`config.mk`:
```
export PLATFORM = sky130hd
export DESIGN_NAME = uncorr_err_mask
export DESIGN_NICKNAME = d
export VERILOG_FILES = /design/src/logic/uncorr_err_mask.v
export VERILOG_INCLUDE_DIRS = /design/src /design/src/logic
export SDC_FILE = /design/constraint.sdc
export NUM_CORES = 1
export LEC_CHECK = 0
export BUFFER_PORTS_ARGS = -buffer_cell sky130_fd_sc_hd__clkbuf_2
export CAP_MARGIN = 10
export CORE_MARGIN = 3
export CORE_UTILIZATION = 41
export DETAILED_ROUTE_END_ITERATION = 8
export PLACE_DENSITY_LB_ADDON = 0.12
export SLEW_MARGIN = 40
export SYNTH_ARGS = -nofsm -noshare
export SYNTH_HDL_FRONTEND = slang
export SYNTH_SLANG_ARGS = --single-unit
```
`constraint.sdc`:
```
create_clock -name clk_sys -period 2 [get_ports clk_sys]
set_input_delay 0.1 -clock clk_sys [delete_from_list [all_inputs] [get_ports clk_sys]]
set_output_delay 0.1 -clock clk_sys [all_outputs]
set_load 0.03 [all_outputs]
```
`src/logic/uncorr_err_regs.vh`:
```
`ifndef UNCORR_ERR_REGS_VH
`define UNCORR_ERR_REGS_VH

// ************************************************************
// Register offsets
// ************************************************************
`define ADDR_W            12
`define OFF_STATUS        12'h104
`define OFF_MASK          12'h108
`define OFF_CTL           12'h118
`define OFF_IRQ_STATUS    12'h800
`define OFF_IRQ_MASK      12'h804

// ************************************************************
// Field positions and layouts
// ************************************************************
`define BIT_UNUSED0       0
`define BIT_LINK_PROTO    4
`define BIT_SURPRISE_DN   5
`define BIT_POISONED      12
`define BIT_FLOW_CTL      13
`define BIT_CPL_TIMEOUT   14
`define BIT_CPL_ABORT     15
`define BIT_UNEXP_CPL     16
`define BIT_RX_OVERFLOW   17
`define BIT_MALFORMED     18
`define BIT_ECRC          19
`define BIT_UNSUPP_REQ    20
`define BIT_ACS_VIOL      21
// Writable mask bits: 0, 4, 5, 12, 13, 16..21
`define MASK_RW_BITS      32'h003f3031
// Status bits that hardware may set
`define STATUS_SET_BITS   32'h003f3030
`define FEP_W             5
`define CTL_FEP_LSB       0
`define IRQ_W             2
`define IRQ_BIT_REPORT    0
`define IRQ_BIT_MASKED    1

// ************************************************************
// Reset values
// ************************************************************
`define MASK_RESET        32'h00000000
`define STATUS_RESET      32'h00000000
`define ZERO32            32'h00000000

`endif

```
`src/logic/uncorr_err_mask.v`:
```
// Behaviour
// - Masked error class: status bit still logged, first-error pointer held, no report upstream.
// - Mask never stops the matching status bit from being set.
// - Bits 4 and 5 mask link protocol and surprise down; RW sticky, reset 0.
// - Bit 13 masks flow control protocol errors; RW sticky, reset 0.
// - Bits 12, 16, 17 mask poisoned, unexpected completion, overflow; RW sticky, 0.
// - Bits 18, 19, 21 mask malformed, end-to-end CRC, ACS violation; RW sticky, 0.
// - Bit 20 masks unsupported requests; RW sticky, reset 0, gates like others.
// - Bit 14 completion timeout mask reads zero, writes ignored.
// - Bit 15 completer abort mask is read-only zero.
// - Bit 0 is RW sticky storage, reset 0, no effect on handling.
// - Status bit set on detection, cleared by writing one, regardless of mask.
//
// The strobed register port was decided locally.
`timescale 1ns/10ps
`include "uncorr_err_regs.vh"

module uncorr_err_mask #(
    parameter DATA_W = 32
) (
    input  wire                clk_sys,
    input  wire                reset,
    input  wire                pwr_on_reset,
    input  wire [`ADDR_W-1:0]  addr,
    input  wire [DATA_W-1:0]   wdata,
    input  wire                wr_stb,
    input  wire                rd_stb,
    input  wire [DATA_W-1:0]   err_detect,
    output reg  [DATA_W-1:0]   rdata,
    output reg                 err_report,
    output reg  [DATA_W-1:0]   err_report_vec,
    output reg                 irq
);

// ************************************************************
// Decode helper
// ************************************************************
    function hit;
        input [`ADDR_W-1:0] a;
        input [`ADDR_W-1:0] off;
        begin
            hit = (a == off);
        end
    endfunction

    // Lowest set bit index, used for the first-error pointer
    function [`FEP_W-1:0] first_set;
        input [DATA_W-1:0] v;
        integer i;
        begin
            first_set = {`FEP_W{1'b0}};
            for (i = DATA_W - 1; i >= 0; i = i - 1) begin
                if (v[i]) begin
                    first_set = i[`FEP_W-1:0];
                end
            end
        end
    endfunction

// ************************************************************
// Registers
// ************************************************************
    reg  [DATA_W-1:0]  mask_q;
    reg  [DATA_W-1:0]  mask_d;
    reg  [DATA_W-1:0]  status_q;
    reg  [DATA_W-1:0]  status_d;
    reg  [`FEP_W-1:0]  fep_q;
    reg  [`FEP_W-1:0]  fep_d;
    reg  [`IRQ_W-1:0]  irq_status_q;
    reg  [`IRQ_W-1:0]  irq_status_d;
    reg  [`IRQ_W-1:0]  irq_mask_q;
    reg  [`IRQ_W-1:0]  irq_mask_d;
    reg  [DATA_W-1:0]  rdata_d;

    wire               wr_mask   = wr_stb && hit(addr, `OFF_MASK);
    wire               wr_status = wr_stb && hit(addr, `OFF_STATUS);
    wire               wr_imask  = wr_stb && hit(addr, `OFF_IRQ_MASK);
    wire               wr_istat  = wr_stb && hit(addr, `OFF_IRQ_STATUS);
    wire [DATA_W-1:0]  detect    = err_detect & `STATUS_SET_BITS;
    // Events not masked are the only ones that report and load the pointer; all set status
    wire [DATA_W-1:0]  unmasked  = detect & ~mask_q;
    wire [DATA_W-1:0]  masked    = detect & mask_q;
    // Pointer is only loaded when no unmasked logged status bit is still pending
    wire               fep_free  = ((status_q & ~mask_q) == `ZERO32);

// ************************************************************
// Next-state logic
// ************************************************************
    always @* begin
        // Only implemented bits take writes; 14, 15 and reserved stay 0
        mask_d = mask_q;
        if (wr_mask) begin
            mask_d = wdata & `MASK_RW_BITS;
        end
        // Set wins over a write-one clear arriving in the same cycle
        status_d = status_q;
        if (wr_status) begin
            status_d = status_d & ~(wdata & `STATUS_SET_BITS);
        end
        status_d = status_d | detect;
        fep_d = fep_q;
        if ((unmasked != `ZERO32) && fep_free) begin
            fep_d = first_set(unmasked);
        end
        irq_mask_d = irq_mask_q;
        if (wr_imask) begin
            irq_mask_d = wdata[`IRQ_W-1:0];
        end
        irq_status_d = irq_status_q;
        if (wr_istat) begin
            irq_status_d = irq_status_d & ~wdata[`IRQ_W-1:0];
        end
        if (unmasked != `ZERO32) begin
            irq_status_d[`IRQ_BIT_REPORT] = 1'b1;
        end
        if (masked != `ZERO32) begin
            irq_status_d[`IRQ_BIT_MASKED] = 1'b1;
        end
        rdata_d = `ZERO32;
        if (rd_stb) begin
            if (hit(addr, `OFF_MASK)) begin
                rdata_d = mask_q & `MASK_RW_BITS;
            end else if (hit(addr, `OFF_STATUS)) begin
                rdata_d = status_q;
            end else if (hit(addr, `OFF_CTL)) begin
                rdata_d = {{(DATA_W-`FEP_W){1'b0}}, fep_q};
            end else if (hit(addr, `OFF_IRQ_STATUS)) begin
                rdata_d = {{(DATA_W-`IRQ_W){1'b0}}, irq_status_q};
            end else if (hit(addr, `OFF_IRQ_MASK)) begin
                rdata_d = {{(DATA_W-`IRQ_W){1'b0}}, irq_mask_q};
            end
        end
    end

// ************************************************************
// Sticky state: cleared only by the full power-on reset
// ************************************************************
    // Ordinary or hot reset leaves these untouched by design
    always @(posedge clk_sys) begin
        if (pwr_on_reset) begin
            mask_q   <= `MASK_RESET;
            status_q <= `STATUS_RESET;
            fep_q    <= {`FEP_W{1'b0}};
        end else begin
            mask_q   <= mask_d;
            status_q <= status_d;
            fep_q    <= fep_d;
        end
    end

// ************************************************************
// Non-sticky state and outputs
// ************************************************************
    always @(posedge clk_sys) begin
        if (reset || pwr_on_reset) begin
            irq_status_q   <= {`IRQ_W{1'b0}};
            irq_mask_q     <= {`IRQ_W{1'b0}};
            rdata          <= `ZERO32;
            err_report     <= 1'b0;
            err_report_vec <= `ZERO32;
            irq            <= 1'b0;
        end else begin
            irq_status_q   <= irq_status_d;
            irq_mask_q     <= irq_mask_d;
            rdata          <= rdata_d;
            err_report     <= (unmasked != `ZERO32);
            err_report_vec <= unmasked;
            irq            <= |(irq_status_d & irq_mask_d);
        end
    end

endmodule

```
==> results of run 1 <==
-- metal layers --
| layer | routed length [um] | vias to the layer above | GRT usage, % |
|---|---|---|---|
| li1 | - | 1114 | - |
| met1 | 2940 | 1003 | 24.6 |
| met3 | 431 | 5 | 3.40 |
| met2 | 2880 | 81 | 27.3 |
| met4 | 55 | 0 | 5.04 |
| met5 | 0 | - | 0 |
-- flip-flops by register name, indices dropped and copies added (netlist names) --
signal,cells
irq_mask_q,2
err_report_vec,10
irq,1
err_report,1
status_q,10
mask_q,11
fep_q,5
irq_status_q,2
rdata,14
-- metrics by stage --
step,instance area [um^2],cells,power (mW)
after detailed placement,2880,446,1.47
after global routing,2960,453,2.11
after global placement,2880,446,1.46
final,2960,453,2.03
after floorplan,2720,345,1.43
after CTS,2960,453,2.04
-- report_power, final --
part           internal, mW  switching [mW]
registers              1.14          0.0122
clock network         0.239           0.346
logic                0.0713           0.220
total                  1.45           0.578
-- kinds of logic after synthesis --
group / after synthesis
muxes: 2
and+or+nand+nor: 125
xor gates and xnor gates: 1
other: 1
DFF: 56
AOI/OAI and AO/OA: 62
buffers and inverters: 59
-- worst reg2reg max path, stage by stage, from the launching register on --
cell,delay [ns]
dfxtp_1,0.41
o22ai_1,0.15
or4_4,0.59
or4_1,0.52
a21oi_1,0.14
-- layout make-up --
type                       count  area share [%]
sequential                    56            37.9
clock buffer                   6            2.45
multi-input combinational    230            41.4
timing repair buffer          75            13.6
tap                           75            3.17
clock inverter                 1           0.169
inverter                      10            1.27
-- Yosys cell counts (4+ instances only) --
cell / n
a22o_1: 8
nand2_1: 38
a22oi_1: 4
a21oi_1: 27
nand2b_1: 13
clkbuf_1: 7
dfxtp_1: 56
buf_4: 40
nor3_1: 4
nor2_1: 37
inv_1: 10
o21ai_0: 7
and4_1: 4
-- cell usage in the layout, fill, tap and decap left out, types with 3 or more instances in the layout --
master,count
clkbuf_2,64
dfxtp_1,54
conb_1,40
nand2_1,38
nor2_1,37
a21oi_1,27
nand2b_1,13
buf_4,11
inv_1,10
a22o_1,8
o21ai_0,7
clkbuf_8,5
nor3_1,4
and4_1,4
a22oi_1,4
o22ai_1,3
and2_1,3
nor4_1,3
nand4_1,3
nand3_1,3
and3_1,3
-- worst paths after layout --
path | depth (start not counted) | slack [ns] | to | startpoint
worst min-delay path | 3 | 0.02 | mask_q[18] | wdata[18]
worst max-delay path | 4 | 0.13 | fep_q[0] | mask_q[16]
worst max register to register | 4 | 0.13 | fep_q[0] | mask_q[16]
worst min register to register | 2 | 0.47 | mask_q[0] | mask_q[0]
==> qor.csv, run 1 <==
stage,metric,value,unit
outcome,status,finished clean,
synth,Syn. warnings,0,
setup_path,"Cell Chain, Critical Path",o22ai_1 > or4_4 > or4_1 > a21oi_1,
placement,dpl ws,0.142,ns
clock_tree,Longest Clk Path Bufs,2,
routing,via/cell ratio,4.86,
pwr,Peak VDD IR,0.000383,V
clock_tree,Num CTS Buffers,5,
synth,XOR/XNOR Fraction of Synth Area,0.340,%
placement,PortBufs,64,
synth,Mapped Area,0.00258,mm^2
routing,Total Routed Length,6.31,mm
final_layout,Syn-to-layout area delta,15.0,%
timing,final worst path period share,93.7,%
synth,synth top area cells,"dfxtp_1 (44%), buf_4 (12%), nand2_1 (5.5%)",
floorplanning,Die H,85.3,um
timing,endpoints failing setup,0,
grt,first-pass GRT wire length,10.1,mm
synth,compound-cell area share of the yosys netlist,15.6,%
floorplanning,Die W,85.3,um
timing,Final Critical Period,1.87,ns
synth,mux share of post-synthesis cell area,0.777,%
clock_tree,Skew-Pair Late Insertion Delay,0.30,ns
clock_tree,# hold bufs at CTS,0,
floorplanning,Cell Rows,28,
timing,RSZ-0062 raised after global routing,false,
setup_path,Slowest cell on crit path,or4_4,
placement,Post-DP HPWL,4.84,mm
floorplanning,core area,0.00599,mm^2
final_layout,Layout Nets,459,
timing,tightest slew margin relative to the limit,58.0,%
floorplanning,Ports,147,
clock_tree,CTS tree,done,
placement,routability cong.,0.847,
final_layout,fillers,613,
routing,Wirelength per Cell,13.9,um
grt,initial antenna violation count,0,
final_layout,area of the multi-input gates,0.00123,mm^2
floorplanning,Initial Utilization,43.0,%
clock_tree,clk root buf,clkbuf_8,
timing,final setup margin,0.127,ns
final_layout,fin util,49.5,%
synth,Yosys top cell by area,dfxtp_1,
clock_tree,Post-CTS Setup Inserts,0,
flow_run,MaxCap Viol Count,0,
synth,sequential area share after synthesis,43.5,%
grt,All-Layer GR Usage,17.5,%
synth,Synth top area share,43.5,%
routing,residual DRC count,0,
timing,Hold Fails Final Rpt,0,
synth,largest family of logic cells by synthesized area,simple AND/OR/NAND/NOR gates,
min_path,Tightest Hold Check Type,in2reg,
timing,Max Clk Rate,534,MHz
final_layout,Antenna Cells,0,
final_layout,Reg area,0.00112,mm^2
synth,Post-synth EDFFs,0,
pwr,P per Cell Area,685,mW/mm^2
grt,pin count of the biggest net entering global routing,27,
setup_path,crit path capture type,flip-flop,
clock_tree,clock sink count,56,
clock_tree,clock-pin transition on the worst setup and hold timing paths,0.09,ns
synth,ys flop type,dfxtp_1,
synth,distinct cell type count after synthesis,45,
timing,clk_skew,0.00328,ns
synth,"FFs w/ async S/R, synth",0,%
floorplanning,die area,0.00727,mm^2
setup_path,Worst Path Buf+Inv,0,
synth,Adder-Cell Fraction of Synth Area,0,%
routing,Routed Antenna Nets,0,
setup_path,Worst EP required,2.24,ns
synth,Synth Area per Inst,8.42,um^2
clock_tree,H-tree depth,2,
routing,First DRT Iteration DRCs,145,
synth,Synth Register Bits,56,
synth,Gate Count Post-Synth,306,
grt,vias in the first global route,2005,
synth,post-synthesis simple-gate area fraction,25.1,%
setup_path,Crit path arrival time,2.11,ns
timing,worst hold slack,0.0188,ns
timing,actual slew at the worst max-slew pin,0.628,ns
routing,DRT Pass-1 Iters,4,
pwr,Leakage,1.32,nW
clock_tree,post-cts sizing count,0,
setup_path,cell family with most CP delay,simple AND/OR/NAND/NOR gates,
setup_path,"Largest stage delay, worst path",0.59,ns
setup_path,CP Launch Type,flip-flop,
setup_path,CP max FO,6,
grt,GRT overflow,0,
final_layout,share of cells above drive strength 1,24.9,%
timing,Slew Limit Fails,0,
setup_path,Crit Path Class,reg2reg,
routing,DR vias,2203,
timing,Setup TNS,0,ns
Note: power is estimated with default switching activity, not from simulation.
==> run 2: changes to the inputs <==
Settings changed: MAX_ROUTING_LAYER set to met4.
==> run 2 against run 1 <==
  * Sequential cell count stayed put
  * Worst setup slack worse by 0.00052 ns
  * Clock skew is 0.00069 ns higher
  * Highest routed layer unchanged
  * Critical endpoint unchanged
  * Register-to-register slack hardly changed
  * Design area stayed put
  * Clock power is 0.7% higher
==> qor.csv, run 2 (synthesis gave the netlist of run 1 again) <==
stage,metric,value,unit,change
floorplanning,Die W,85.3,um,unchanged
floorplanning,Cell Rows,28,,unchanged
routing,Total Routed Length,6.36,mm,+0.79%
outcome,status,finished clean,,
final_layout,fin util,49.5,%,unchanged
placement,PortBufs,64,,unchanged
clock_tree,clk root buf,clkbuf_8,,
final_layout,biggest regs,"rdata (14), mask_q (11)",,
timing,Max Clk Rate,534,MHz,about the same
setup_path,Crit Path Class,reg2reg,,
floorplanning,Ports,147,,unchanged
timing,Hold Fails Final Rpt,0,,unchanged
placement,routability cong.,0.860,,+1.6%
grt,pin count of the biggest net entering global routing,27,,unchanged
final_layout,Syn-to-layout area delta,15.0,%,unchanged
final_layout,largest register by flop count,rdata,,
routing,residual DRC count,0,,unchanged
timing,final setup margin,0.126,ns,-0.000522 ns
final_layout,fin cells,453,,unchanged
setup_path,CP max FO,6,,unchanged
final_layout,Layout Nets,459,,unchanged
routing,DR vias,2203,,unchanged
clock_tree,CTS tree,done,,
timing,endpoints failing setup,0,,unchanged
placement,Post-DP HPWL,4.84,mm,unchanged
clock_tree,clock sink count,56,,unchanged
floorplanning,Die H,85.3,um,unchanged
clock_tree,Skew-Pair Late Insertion Delay,0.31,ns,about the same
timing,actual slew at the worst max-slew pin,0.657,ns,+0.0293 ns
setup_path,CP Launch Type,flip-flop,,
pwr,Peak VDD IR,0.000383,V,about the same
placement,dpl ws,0.142,ns,unchanged
routing,First DRT Iteration DRCs,155,,+6.9%
pwr,Leakage,1.32,nW,unchanged
final_layout,Antenna Cells,0,,unchanged
placement,placed insts,446,,unchanged
flow_run,MaxCap Viol Count,0,,unchanged
final_layout,share of cells above drive strength 1,24.9,%,unchanged
routing,via/cell ratio,4.86,,unchanged
clock_tree,Num CTS Buffers,5,,unchanged
timing,Setup TNS,0,ns,unchanged
placement,DP Area,0.00288,mm^2,unchanged
routing,DRT Pass-1 Iters,4,,unchanged
setup_path,Worst EP required,2.24,ns,about the same
floorplanning,Initial Utilization,43.0,%,unchanged
pwr,P per Cell Area,686,mW/mm^2,+0.20%
floorplanning,core area,0.00599,mm^2,unchanged
timing,clk_skew,0.00397,ns,+0.000693 ns
setup_path,"Cell Chain, Critical Path",o22ai_1 > or4_4 > or4_1 > a21oi_1,,
grt,initial antenna violation count,0,,unchanged
final_layout,"most common cell after layout, fill and taps aside",clkbuf_2,,
floorplanning,die area,0.00727,mm^2,unchanged
setup_path,Crit path arrival time,2.12,ns,about the same
final_layout,Largest register FFs,14,,unchanged
clock_tree,Longest Clk Path Bufs,2,,unchanged
timing,Slew Limit Fails,0,,unchanged
routing,Wirelength per Cell,14.0,um,+0.79%
clock_tree,clock-pin transition on the worst setup and hold timing paths,0.09,ns,about the same
routing,Routed Antenna Nets,0,,unchanged
final_layout,most frequent cells in the layout,"clkbuf_2 (64), dfxtp_1 (54), conb_1 (40), nand2_1 (38), nor2_1 (37)",,
timing,RSZ-0062 raised after global routing,false,,
grt,vias in the first global route,2005,,unchanged
clock_tree,# hold bufs at CTS,0,,unchanged
timing,tightest slew margin relative to the limit,56.1,%,-2.0 points
grt,All-Layer GR Usage,18.0,%,+0.52 points
clock_tree,H-tree depth,2,,unchanged
final_layout,"Design Area, Final",0.00296,mm^2,unchanged
grt,first-pass GRT wire length,10.1,mm,unchanged
timing,Final Critical Period,1.87,ns,+0.000522 ns
grt,GRT overflow,0,,unchanged
setup_path,crit path capture type,flip-flop,,
timing,final worst path period share,93.7,%,about the same
setup_path,"Largest stage delay, worst path",0.59,ns,about the same
min_path,Tightest Hold Check Type,in2reg,,
setup_path,Slowest cell on crit path,or4_4,,
run 2: cell counts in the layout (fill, tap and decap cells not counted):
No cell type changed its count.
run 2: worst paths after layout:
kind	from	endpoint	slack, ns	cells past startpoint
max	mask_q[16]	fep_q[0]	0.13	4
min reg2reg	mask_q[0]	mask_q[0]	0.46	2
min	wdata[18]	mask_q[18]	0.01	3
max reg2reg	mask_q[16]	fep_q[0]	0.13	4
run 2: final cells by class:
class | instances | area [um^2]
Sequential cell | 56 | 1120
Timing Repair Buffer | 75 | 403
Fill cell | 613 | 3030
Tap cell | 75 | 93.8
Clock buffer | 6 | 72.6
Multi-Input combinational cell | 230 | 1230
Clock inverter | 1 | 5.00
Inverter | 10 | 37.5
run 2: worst max-delay path: cells and delay by family (launching register included):
family	cells	cell delay, ns
DFF	1	0.41
AOI/OAI and AO/OA	2	0.29
and+or+nand+nor	2	1.10
run 2: metrics by stage:
| stage | hold slack, ns | total power, mW |
|---|---|---|
| 2_1_floorplan | 0.217 | 1.43 |
| 3_3_place_gp | 0.344 | 1.46 |
| 3_5_place_dp | 0.350 | 1.47 |
| 4_1_cts | 0.0214 | 2.04 |
| 5_1_grt | 0.0278 | 2.11 |
| 6_report | 0.0147 | 2.03 |
run 2: what timing repair did:
item,4_1_cts,5_1_grt
endpoints found under the hold margin,0,0
setup buffers,0,0
gates resized for setup,0,2
setup endpoints to repair,0,1
run 2: power breakdown:
group	internal (mW)	switching (mW)	total, mW
combinational	0.0713	0.220	0.291
clock	0.239	0.350	0.589
sequential	1.14	0.0122	1.15
run 2: per-layer routing:
metal / part of all wire, % / routed length (um) / track usage [%]
met1: 47 / 2990 / 24.6
met4: 1.0 / 64 / 5.04
met2: 45 / 2870 / 27.3
met3: 6.7 / 425 / 3.40
met5: 0 / 0 / -
==> run 3: changes to the inputs <==
Settings changed: SETUP_SLACK_MARGIN set to 0.5.
==> run 3 against run 2 <==
  * Final cell count rose by 1.3%
  * Global-route usage fell by 0.70 points
  * Critical path depth rose by 1
  * Clock skew rose by 0.0041 ns
  * Fmax rose by 8.6%
  * Combinational power rose by 6.9%
  * Via count rose by 1.8%
  * Routed wire length fell by 0.30%
  * Non-clock buffer count rose by 5
  * Critical endpoint unchanged
==> qor.csv, run 3 (synthesis gave the netlist of run 1 again) <==
stage,metric,value,unit,change
floorplanning,Cell Rows,28,,unchanged
setup_path,"Cell Chain, Critical Path",nand2b_4 > o2111ai_4 > or4_4 > or4_4 > a21oi_2,,
grt,first-pass GRT wire length,9.75,mm,-3.0%
pwr,P per Cell Area,669,mW/mm^2,-2.4%
clock_tree,clock sink count,56,,unchanged
final_layout,Largest register FFs,14,,unchanged
clock_tree,clock-pin transition on the worst setup and hold timing paths,0.10,ns,about the same
outcome,status,finished clean,,
final_layout,largest register by flop count,rdata,,
final_layout,Layout Nets,464,,+1.1%
timing,clk_skew,0.00810,ns,+0.00412 ns
routing,residual DRC count,0,,unchanged
floorplanning,Initial Utilization,43.0,%,unchanged
flow_run,MaxCap Viol Count,0,,unchanged
setup_path,Crit Path Class,reg2reg,,
clock_tree,Skew-Pair Late Insertion Delay,0.31,ns,about the same
timing,Max Clk Rate,580,MHz,+8.6%
setup_path,Crit path arrival time,1.98,ns,-0.14 ns
setup_path,CP max FO,4,,-2
final_layout,Syn-to-layout area delta,22.4,%,
clock_tree,clk root buf,clkbuf_8,,
timing,worst hold slack,0.0169,ns,+0.00227 ns
setup_path,worst-case reg-to-reg path depth,5,,+1
final_layout,most frequent cells in the layout,"clkbuf_2 (64), dfxtp_1 (47), conb_1 (40), nand2_1 (38), nor2_1 (36)",,
floorplanning,die area,0.00727,mm^2,unchanged
routing,DR vias,2242,,+1.8%
final_layout,fillers,577,,-5.9%
min_path,Tightest Hold Check Type,in2reg,,
final_layout,Antenna Cells,0,,unchanged
setup_path,"reg-to-reg slack, setup",0.27,ns,+0.15 ns
min_path,hold path endpoint,mask_q[12],,
setup_path,CP Launch Type,flip-flop,,
setup_path,crit path capture type,flip-flop,,
routing,Total Routed Length,6.34,mm,-0.30%
setup_path,Critical R2R Launch,mask_q[18],,
placement,Post-DP HPWL,4.69,mm,-3.2%
floorplanning,Die H,85.3,um,unchanged
routing,via/cell ratio,4.88,,+0.44%
pwr,Leakage,1.38,nW,+4.5%
grt,GRT overflow,0,,unchanged
grt,All-Layer GR Usage,17.3,%,-0.70 points
clock_tree,# hold bufs at CTS,0,,unchanged
timing,actual slew at the worst max-slew pin,0.516,ns,-0.141 ns
setup_path,FF-to-FF End,fep_q[0],,
pwr,Peak VDD IR,0.000441,V,+15%
final_layout,"most common cell after layout, fill and taps aside",clkbuf_2,,
min_path,Worst Hold Depth,3,,unchanged
grt,vias in the first global route,1995,,-0.50%
final_layout,share of cells above drive strength 1,33.1,%,+8.2 points
timing,Setup TNS,0,ns,unchanged
clock_tree,H-tree depth,2,,unchanged
setup_path,Slowest cell on crit path,or4_4,,
routing,First DRT Iteration DRCs,79,,-49%
clock_tree,Num CTS Buffers,5,,unchanged
placement,routability cong.,0.827,,-3.8%
grt,initial antenna violation count,0,,unchanged
final_layout,biggest regs,"rdata (14), mask_q (11)",,
placement,PortBufs,64,,unchanged
grt,pin count of the biggest net entering global routing,27,,unchanged
floorplanning,Die W,85.3,um,unchanged
setup_path,Worst path most repeated cell,or4_4,,
timing,final worst path period share,86.3,%,-7.4 points
timing,Final Critical Period,1.73,ns,-0.148 ns
floorplanning,Ports,147,,unchanged
placement,DP Area,0.00294,mm^2,+2.0%
setup_path,cell family with most CP delay,simple AND/OR/NAND/NOR gates,,
setup_path,Worst Path Buf+Inv,0,,unchanged
floorplanning,core area,0.00599,mm^2,unchanged
timing,Slew Limit Fails,0,,unchanged
timing,RSZ-0062 raised after global routing,true,,
routing,Routed Antenna Nets,0,,unchanged
setup_path,Worst EP required,2.25,ns,about the same
timing,endpoints failing setup,0,,unchanged
min_path,hold wc startpoint,wdata[12],,
timing,Hold Fails Final Rpt,0,,unchanged
routing,Wirelength per Cell,13.8,um,-1.6%
timing,tightest slew margin relative to the limit,65.1,%,+9.0 points
routing,DRT Pass-1 Iters,4,,unchanged
pwr,Total Power,2.11,mW,+3.9%
final_layout,"Design Area, Final",0.00315,mm^2,+6.5%
clock_tree,CTS tree,done,,
setup_path,"Largest stage delay, worst path",0.51,ns,-0.08 ns
clock_tree,Longest Clk Path Bufs,2,,unchanged
[run 3: cell types whose count changed in the layout (fill, tap and decap cells not counted), moves of 2 or more]
cell	before	now
dfxtp_1	54	47
nand2b_4	0	7
buf_4	11	15
o21ai_2	0	2
o21ai_0	7	5
and4_4	1	3
nand2b_1	13	4
dfxtp_2	2	8
nand2b_2	1	3
and4_1	4	2
[run 3: worst max path at each step]
stage          cells past startpoint       end  slack, ns  startpoint
6_report                           5  fep_q[0]       0.27  mask_q[18]
3_5_place_dp                       5  fep_q[0]       0.24  mask_q[21]
3_3_place_gp                       5  fep_q[0]       0.23  mask_q[21]
2_1_floorplan                      5  fep_q[0]       0.35  mask_q[18]
4_1_cts                            5  fep_q[0]       0.24  mask_q[18]
5_1_grt                            5  fep_q[0]       0.22  mask_q[18]
[run 3: area by class of cell]
cell class	instances	area (um^2)	area share, %
Multi-Input combinational cell	230	1350	42.7
Clock buffer	6	82.6	2.62
Timing Repair Buffer	80	444	14.1
Inverter	10	37.5	1.19
Clock inverter	2	13.8	0.436
Sequential cell	56	1130	36.0
Tap cell	75	93.8	2.98
[run 3: stage by stage]
stage                     cells  util, %  setup WS [ns]
final                       459     52.7          0.275
after global routing        459     52.7          0.219
after CTS                   459     52.2          0.243
after detailed placement    447     49.1          0.240
after global placement      447     49.1          0.234
after floorplan             345        -          0.351
[run 3: tightest hold or removal path, delay by kind of cell]
kind | cells | cell delay (ns)
buffers and inverters | 1 | 0.09
AO/OA/AOI/OAI | 1 | 0.06
AND/OR/NAND/NOR | 1 | 0.05
[run 3: repair_timing]
item,CTS,global route
gates resized for setup,14,10
pin swaps,2,2
endpoints found under the setup margin,5,7
setup buffers,4,0
endpoints found under the hold margin,0,0
[run 3: where the power goes]
| group | leakage (nW) | switching (mW) | internal (mW) |
|---|---|---|---|
| registers | 0.461 | 0.0137 | 1.14 |
| logic | 0.864 | 0.228 | 0.0832 |
| clock network | 0.0516 | 0.364 | 0.284 |
| total | 1.38 | 0.605 | 1.51 |
[run 3: per-layer routing]
| layer | share of wire [%] | vias up | track usage (%) |
|---|---|---|---|
| met1 | 46 | 1046 | 23.0 |
| met5 | 0 | - | - |
| met3 | 5.5 | 7 | 3.30 |
| met4 | 0.84 | 0 | 3.45 |
| met2 | 47 | 59 | 27.7 |
| li1 | - | 1130 | - |
